--- src/logic/slp_pkg.sv ---
/*
 * package for the short, load and power state control block: register
 * offsets, bit positions, reset values, power states, timing figures and
 * the register access carrier.
 * assumes a serial front end that turns host frames into single-cycle
 * register requests.
 */
package slp_pkg;
   // ----------------------------------------------------------------
   // register map
   // ----------------------------------------------------------------
   localparam logic [7:0] SENSE_CTRL_ADDR = 8'h05;
   localparam logic [7:0] POWER_CTRL_ADDR = 8'h06;
   localparam logic [7:0] REG_RESET = 8'h00;
   localparam logic [7:0] UNMAPPED_READ = 8'h00;

   // ----------------------------------------------------------------
   // short_and_load_sense_ctrl fields
   // ----------------------------------------------------------------
   localparam int SHORT_DETECT_ENABLE_BIT = 7;
   localparam int SHORT_IRQ_ENABLE_BIT = 6;
   localparam int SHORT_IRQ_FLAG_BIT = 5;
   localparam int SHORT_COMP_OUT_BIT = 4;
   localparam int LOAD_COMP_ENABLE_BIT = 3;
   localparam int LOAD_IRQ_ENABLE_BIT = 2;
   localparam int LOAD_IRQ_FLAG_BIT = 1;
   localparam int LOAD_OPEN_STATE_BIT = 0;

   // ----------------------------------------------------------------
   // power_state_ctrl fields
   // ----------------------------------------------------------------
   localparam int WAKE_PIN_LEVEL_BIT = 7;
   localparam int POWER_OFF_REQ_BIT = 4;
   localparam int POWER_SAVE_REQ_BIT = 0;

   // ----------------------------------------------------------------
   // timing
   // ----------------------------------------------------------------
   localparam int CLK_HZ = 10_000_000;
   localparam int SHORT_DELAY_US_PER_NF = 100;
   localparam int DELAY_CAP_NF_DEFAULT = 1;

   // ----------------------------------------------------------------
   // types
   // ----------------------------------------------------------------
   typedef enum logic [1:0] {
      ST_RUN = 2'b00,
      ST_DEFER = 2'b01,
      ST_DOWN = 2'b11
   } slp_pwr_state_t;

   typedef struct packed {
      logic wr;
      logic rd;
      logic [7:0] addr;
      logic [7:0] wdata;
   } slp_req_t;
endpackage

--- src/logic/slp_ctrl.sv ---
/*
 * short-current detection, load-open sensing and power save / power down
 * control behind two 8-bit registers.
 * assumes a serial decoder that presents one-cycle read and write requests,
 * comparator levels already synchronous to clk, and FET control bits held
 * in another block that obeys the fet_clear pulse.
 */
`timescale 1ns/100ps

// How it works
// (RULE_01) short detector runs only while enabled
// (RULE_02) short event drives interrupt only when enabled
// (RULE_03) short flag sticky, write zero clears
// (RULE_04) short comparator bit read-only, zero when disabled
// (RULE_05) comparator rise starts delay capacitor charging
// (RULE_06) delay done sets flag, clears FETs
// (RULE_07) short ending early aborts, grounds capacitor
// (RULE_08) delay is 100 us per nF
// (RULE_09) load comparator runs only while enabled
// (RULE_10) load rise drives interrupt when enabled
// (RULE_11) host waits 1 ms before load irq
// (RULE_12) load flag sticky on rise, zero clears
// (RULE_13) load state read-only, zero when disabled
// (RULE_14) power save stops measurement and the load comparator; the short comparator keeps running
// (RULE_15) host re-enables comparators after power save
// (RULE_16) power down stops all, resets host
// (RULE_17) wake pin low defers power down
// (RULE_18) host checks wake pin before power down
// (RULE_19) host turns FETs off before power down
// (RULE_20) charger or wake pin ends power down
// (RULE_21) host waits supply before reinitialising
// (RULE_22) host rewrites FET bits after short
// (RULE_23) leaving power down clears writable bits
module slp_ctrl #(
   parameter int DELAY_CAP_NF = slp_pkg::DELAY_CAP_NF_DEFAULT,
   parameter int DELAY_CYCLES = slp_pkg::SHORT_DELAY_US_PER_NF * DELAY_CAP_NF
                                * (slp_pkg::CLK_HZ / 1_000_000)
) (
   input wire logic clk,
   input wire logic sys_rst,
   input wire slp_pkg::slp_req_t req,
   output logic [7:0] rdata,
   input wire logic short_comp_in,
   input wire logic load_comp_in,
   input wire logic charger_detect_in,
   input wire logic wake_pin_n,
   output logic irq_out_n,
   output logic host_clear_out_n,
   output logic delay_cap_charge,
   output logic fet_clear,
   output logic load_pulldown_en,
   output logic charger_pullup_en,
   output logic measure_en,
   output logic power_save_state
);
   localparam int CW = $clog2(DELAY_CYCLES + 1);

   if (DELAY_CYCLES < 2)
   begin : g_bad
      $error("DELAY_CYCLES must be at least 2");
   end

   // ----------------------------------------------------------------
   // state
   // ----------------------------------------------------------------
   slp_pkg::slp_pwr_state_t state_q;
   logic short_detect_enable_q, short_irq_enable_q, short_irq_flag_q;
   logic load_comp_enable_q, load_irq_enable_q, load_irq_flag_q;
   logic power_save_req_q, power_off_req_q;
   logic short_comp_out_q, load_open_state_q, load_open_prev_q;
   logic [CW-1:0] dly_cnt_q;
   logic [7:0] rdata_q;
   logic irq_out_n_q, host_clear_out_n_q, delay_cap_charge_q, fet_clear_q;
   logic load_pulldown_q, charger_pullup_q, measure_en_q;
   logic wr_sense, wr_power, wake_exit, running, short_trip, load_rise;
   logic short_irq_enable_d, load_irq_enable_d;

   assign wr_sense = req.wr && req.addr == slp_pkg::SENSE_CTRL_ADDR && state_q != slp_pkg::ST_DOWN;
   assign wr_power = req.wr && req.addr == slp_pkg::POWER_CTRL_ADDR && state_q != slp_pkg::ST_DOWN;
   assign running = state_q != slp_pkg::ST_DOWN;
   assign wake_exit = state_q == slp_pkg::ST_DOWN && (charger_detect_in || !wake_pin_n);
   assign short_trip = short_comp_out_q && dly_cnt_q == CW'(DELAY_CYCLES - 1);
   assign load_rise = load_open_state_q && !load_open_prev_q;
   assign short_irq_enable_d = wr_sense ? req.wdata[slp_pkg::SHORT_IRQ_ENABLE_BIT]
                                        : short_irq_enable_q;
   assign load_irq_enable_d = wr_sense ? req.wdata[slp_pkg::LOAD_IRQ_ENABLE_BIT]
                                       : load_irq_enable_q;

   // ----------------------------------------------------------------
   // power state machine
   // ----------------------------------------------------------------
   always_ff @(posedge clk)
   begin
      if (sys_rst)
         state_q <= slp_pkg::ST_RUN;
      else
         case (state_q)
            slp_pkg::ST_RUN:
               if (power_off_req_q)
                  state_q <= wake_pin_n ? slp_pkg::ST_DOWN : slp_pkg::ST_DEFER; // RULE_17
            slp_pkg::ST_DEFER:
               if (!power_off_req_q)
                  state_q <= slp_pkg::ST_RUN;
               else if (wake_pin_n)
                  state_q <= slp_pkg::ST_DOWN; // RULE_17
            slp_pkg::ST_DOWN:
               if (wake_exit)
                  state_q <= slp_pkg::ST_RUN; // RULE_20
            default:
               state_q <= slp_pkg::ST_RUN;
         endcase
   end

   // ----------------------------------------------------------------
   // writable control bits
   // ----------------------------------------------------------------
   always_ff @(posedge clk)
   begin
      if (sys_rst || wake_exit) // RULE_23
      begin
         short_detect_enable_q <= 1'b0;
         short_irq_enable_q <= 1'b0;
         load_comp_enable_q <= 1'b0;
         load_irq_enable_q <= 1'b0;
         power_save_req_q <= 1'b0;
         power_off_req_q <= 1'b0;
      end
      else
      begin
         if (wr_sense)
         begin
            short_detect_enable_q <= req.wdata[slp_pkg::SHORT_DETECT_ENABLE_BIT];
            short_irq_enable_q <= req.wdata[slp_pkg::SHORT_IRQ_ENABLE_BIT];
            load_comp_enable_q <= req.wdata[slp_pkg::LOAD_COMP_ENABLE_BIT];
            load_irq_enable_q <= req.wdata[slp_pkg::LOAD_IRQ_ENABLE_BIT];
         end
         if (wr_power)
         begin
            power_save_req_q <= req.wdata[slp_pkg::POWER_SAVE_REQ_BIT];
            power_off_req_q <= req.wdata[slp_pkg::POWER_OFF_REQ_BIT];
            // load comparator is left stopped after power save
            if (req.wdata[slp_pkg::POWER_SAVE_REQ_BIT] && !wr_sense)
               load_comp_enable_q <= 1'b0; // RULE_14
         end
      end
   end

   // ----------------------------------------------------------------
   // sticky flags: a hardware set beats a software clear
   // ----------------------------------------------------------------
   always_ff @(posedge clk)
   begin
      if (sys_rst || wake_exit || !short_irq_enable_d)
         short_irq_flag_q <= 1'b0; // RULE_03
      else if (short_trip)
         short_irq_flag_q <= 1'b1; // RULE_06
      else if (wr_sense && !req.wdata[slp_pkg::SHORT_IRQ_FLAG_BIT])
         short_irq_flag_q <= 1'b0; // RULE_03
   end

   always_ff @(posedge clk)
   begin
      if (sys_rst || wake_exit || !load_irq_enable_d)
         load_irq_flag_q <= 1'b0; // RULE_12
      else if (load_rise)
         load_irq_flag_q <= 1'b1; // RULE_12
      else if (wr_sense && !req.wdata[slp_pkg::LOAD_IRQ_FLAG_BIT])
         load_irq_flag_q <= 1'b0; // RULE_12
   end

   // ----------------------------------------------------------------
   // short detection and delay timing
   // ----------------------------------------------------------------
   always_ff @(posedge clk)
   begin
      if (sys_rst)
         short_comp_out_q <= 1'b0;
      else
         short_comp_out_q <= short_detect_enable_q && running && short_comp_in; // RULE_01 RULE_04
   end

   always_ff @(posedge clk)
   begin
      if (sys_rst || !short_comp_out_q)
         dly_cnt_q <= '0; // RULE_07
      else if (dly_cnt_q != CW'(DELAY_CYCLES))
         dly_cnt_q <= dly_cnt_q + CW'(1); // RULE_05 RULE_08
   end

   always_ff @(posedge clk)
   begin
      if (sys_rst)
      begin
         delay_cap_charge_q <= 1'b0;
         fet_clear_q <= 1'b0;
      end
      else
      begin
         // charging holds only while a short persists and the delay is unfinished
         delay_cap_charge_q <= short_comp_in && short_detect_enable_q && running
                               && !(short_comp_out_q && dly_cnt_q >= CW'(DELAY_CYCLES - 1)); // RULE_05 RULE_07
         fet_clear_q <= short_trip; // RULE_06
      end
   end

   // ----------------------------------------------------------------
   // load-open comparator
   // ----------------------------------------------------------------
   always_ff @(posedge clk)
   begin
      if (sys_rst)
      begin
         load_open_state_q <= 1'b0;
         load_open_prev_q <= 1'b0;
      end
      else
      begin
         load_open_state_q <= load_comp_enable_q && !power_save_req_q && running
                              && load_comp_in; // RULE_09 RULE_13 RULE_14
         load_open_prev_q <= load_open_state_q;
      end
   end

   // ----------------------------------------------------------------
   // pin outputs
   // ----------------------------------------------------------------
   always_ff @(posedge clk)
   begin
      if (sys_rst)
      begin
         irq_out_n_q <= 1'b1;
         host_clear_out_n_q <= 1'b1;
         load_pulldown_q <= 1'b0;
         charger_pullup_q <= 1'b0;
         measure_en_q <= 1'b0;
      end
      else
      begin
         irq_out_n_q <= !(short_irq_flag_q || load_irq_flag_q); // RULE_02 RULE_10
         host_clear_out_n_q <= running; // RULE_16
         charger_pullup_q <= !running; // RULE_16
         load_pulldown_q <= load_comp_enable_q && !power_save_req_q && running; // RULE_09
         measure_en_q <= !power_save_req_q && running; // RULE_14 RULE_16
      end
   end

   // ----------------------------------------------------------------
   // register read
   // ----------------------------------------------------------------
   always_ff @(posedge clk)
   begin
      if (sys_rst)
         rdata_q <= slp_pkg::REG_RESET;
      else if (req.rd)
      begin
         if (req.addr == slp_pkg::SENSE_CTRL_ADDR)
            rdata_q <= {short_detect_enable_q, short_irq_enable_q, short_irq_flag_q,
                        short_comp_out_q, load_comp_enable_q, load_irq_enable_q,
                        load_irq_flag_q, load_open_state_q};
         else if (req.addr == slp_pkg::POWER_CTRL_ADDR)
            rdata_q <= {!wake_pin_n, 2'h0, power_off_req_q, 3'h0, power_save_req_q};
         else
            rdata_q <= slp_pkg::UNMAPPED_READ;
      end
   end

   assign rdata = rdata_q;
   assign irq_out_n = irq_out_n_q;
   assign host_clear_out_n = host_clear_out_n_q;
   assign delay_cap_charge = delay_cap_charge_q;
   assign fet_clear = fet_clear_q;
   assign load_pulldown_en = load_pulldown_q;
   assign charger_pullup_en = charger_pullup_q;
   assign measure_en = measure_en_q;
   assign power_save_state = power_save_req_q;

   logic [CW-1:0] held_q;
   always_ff @(posedge clk)
   begin
      if (sys_rst || !delay_cap_charge_q)
         held_q <= '0;
      else if (held_q != CW'(DELAY_CYCLES))
         held_q <= held_q + CW'(1);
   end
endmodule

--- config.mk ---
export PLATFORM = sky130hd
export DESIGN_NAME = slp_ctrl
export DESIGN_NICKNAME = d
export VERILOG_FILES = /design/src/logic/slp_pkg.sv /design/src/logic/slp_ctrl.sv
export SDC_FILE = /design/constraint.sdc
export NUM_CORES = 1
export LEC_CHECK = 0
export BUFFER_PORTS_ARGS = -buffer_cell sky130_fd_sc_hd__buf_4
export CAP_MARGIN = 20
export CORE_ASPECT_RATIO = 1.2
export CORE_MARGIN = 3
export CORE_UTILIZATION = 55
export DETAILED_ROUTE_END_ITERATION = 12
export PLACE_DENSITY = 0.83
export SYNTH_ARGS = -nofsm -noshare
export SYNTH_HDL_FRONTEND = slang
export SYNTH_SLANG_ARGS = --single-unit
--- constraint.sdc ---
create_clock -name clk -period 2.79 [get_ports clk]
set_input_delay 0.558 -clock clk [delete_from_list [all_inputs] [get_ports clk]]
set_output_delay 0.558 -clock clk [all_outputs]
set_load 0.01 [all_outputs]
==> qor.txt <==
status: complete, no violations
final wirelength: 3250 µm
Hold Crit Class: in2reg
worst-skew pair later-pin latency: 0.34 ns
num rows: 20
Worst R2R Start: state_q[0]
DRC: 0
initial antenna violation count: 0
Reg2Reg Depth: 4
cell family with most CP delay: simple AND/OR/NAND/NOR gates
first-pass GRT wire length: 5420 µm
Final period util: 0.541
Worst Setup EP: short_irq_flag_q
vias in the first global route: 1254
CTS Hold Bufs: 0
diode count: 0
Post-synth EDFFs: 0
Syn Std Cell Area: 1520 µm²
Core Box Area: 2580 µm²
VDD IR max: 328 µV
largest cells by area after synthesis: dfxtp_1 50%, nor2_1 5.4%, a21oi_1 5.3%
CTS sink cnt: 38
instance count on the critical path: 5
pwr/cell area: 469 nW/µm²
area delta synth->final: 24.9%
starting DRC count in detailed routing: 27
layout cells sized above 1: 0.239
Yosys warnings: 0
CP cell instances: buf_4 -> nor2b_1 -> and4_4 -> mux2i_1 -> a211oi_1
IO Port Bufs: 39
Min Clock Period, post-route: 1.51 ns
RSZ-0062 raised after global routing: false
Max transition margin: 0.613
Buf+Inv Stages, Crit Path: 1
gr ovfl total: 0
fin nets: 234
Die Span X: 54.1 µm
Die Ht: 63.7 µm
H-tree depth: 2
Placer Congestion: 0.803
Starting Density: 0.591
Synth top area share: 0.499
r2r setup slk: 1.35 ns
Reg clk slew, reported paths: 0.11 ns
num ports: 40
die area: 3440 µm²
cells after synthesis: 166
CP startpoint: req[9]
Setup-failing EPs final: 0
fillers: 206
Critical Path Fanout Max: 8
leak pwr: 0.770 nW
Worst R2R End: short_irq_flag_q
Tot Pwr: 0.892 mW
final hold vios: 0
origin of the worst min-delay path: load_comp_in
maxcap violations: 0
Longest Clk Path Bufs: 2
Cell variety after synth: 34
Crit path arrival time: 1.72 ns
post-route insts no fill: 242
Post-synth ARST share: 0
Worst path slowest cell: nor2b_1
Req. time, crit path: 2.99 ns
via count: 1297
Setup TNS Final: 0 ns
Main synth FF type: dfxtp_1
Mapped Avg Cell Area: 9.18 µm²
synthesized flop and latch total: 38
Total GRT Usage: 0.213
syn nets: 192
DRT Pass-1 Iters: 4
# placed instances: 234
postcts setup bufs: 0
Synth area leader: dfxtp_1
max incr delay on CP: 0.40 ns
largest net degree at the start of global routing: 18
clock skew: 0.00808 ns
Worst Tran Pin Value: 0.579 ns
Final Max Tran Viols: 0
register area share after synthesis: 0.499
post_cts resized: 0
ANT nets after route: 0
startpoint types: primary input
Avg Vias per Cell: 5.36
WL/cell: 13.4 µm
CTS Buf Count: 5
CTS tree: yes
hold depth: 2
Util after Layout: 0.738
Clock Root Buffer: clkbuf_4
WS Path Type: in2reg
Max Fclk: 662 MHz
critical path capture point type: flip-flop
DP HPWL: 2490 µm
-- stage by stage --
stage	hold WS, ns	instance area (µm²)	setup slack, ns
finish	0.448	1900	1.28
CTS	0.443	1900	1.29
detailed placement	0.462	1840	0.928
global placement	0.440	1840	0.991
global route	0.456	1900	1.16
floorplan	0.428	1520	1.19
-- cell usage after synthesis, types with 3 or more instances --
library cell	instances
a21oi_1	16
a22o_1	3
and3_1	4
clkbuf_1	4
dfxtp_1	38
inv_1	4
mux2i_1	4
nand2_1	9
nand2b_1	6
nand3_1	9
nand4_1	4
nor2_1	22
nor2b_1	10
nor3_1	3
o21ai_0	3
xnor2_1	5
-- state kept, by name (all words and copies together) (netlist names) --
name                   flops
load_open_prev_q           1
short_irq_flag_q           1
load_open_state_q          1
short_detect_enable_q      1
rdata                      8
short_irq_enable_q         1
fet_clear                  1
load_pulldown_en           1
power_save_state           1
load_irq_flag_q            1
power_off_req_q            1
dly_cnt_q                 10
charger_pullup_en          1
state_q                    2
irq_out_n                  1
delay_cap_charge           1
short_comp_out_q           1
measure_en                 1
load_irq_enable_q          1
host_clear_out_n           1
load_comp_enable_q         1
-- worst min-delay path by stage --
stage	endpoint	slack, ns
detailed placement	rdata[4]	0.46
global route	load_open_state_q	0.46
global placement	irq_out_n	0.44
CTS	load_open_state_q	0.44
finish	load_open_state_q	0.45
floorplan	irq_out_n	0.43
-- layout make-up --
class,count,area [µm²],share of cell area
flip-flops and latches,38,761,0.400
multi-input cells,120,733,0.385
repair buffers,39,293,0.154
clock buffers,7,55.1,0.0289
well taps,33,41.3,0.0217
inverters,4,15.0,0.00789
clock inverters,1,5.00,0.00263
-- routing by layer --
metal  vias up  share of wire  GRT usage
met5         -              0          0
met4         0          0.013     0.0685
met3         6          0.057     0.0591
met2        33           0.53      0.371
met1       597           0.40      0.241
li1        661              -          -
-- cells in the final DEF (no fill, tap or decap), types with 2 or more instances in the layout --
master    count
a211oi_1      2
a21oi_1      16
a22o_1        3
and3_1        4
buf_4        39
clkbuf_4      5
dfxtp_1      38
ha_1          2
inv_1         4
mux2i_1       4
nand2_1       9
nand2b_1      6
nand3_1       9
nand4_1       4
nor2_1       22
nor2b_1      10
nor3_1        3
o21ai_0       3
o21bai_1      2
xnor2_1       5
xor2_1        2
-- power by group --
group	leakage [nW]	internal, mW	switching [mW]
clock	0.0353	0.122	0.176
sequential	0.306	0.543	0.000383
combinational	0.429	0.0275	0.0226
-- logic make-up (layout without fill, tap and decap cells) --
logic type                 count (synthesis)  in the layout  synth area share
AOI/OAI and AO/OA                         30             30             0.119
xor gates and xnor gates                   7              7            0.0402
adders and majority gates                  2              2            0.0164
buffers and inverters                      8             51            0.0197
DFF                                       38             38             0.499
muxes                                      4              4            0.0263
and+or+nand+nor                           77             77             0.279
Note: power is estimated with default switching activity, not from simulation.
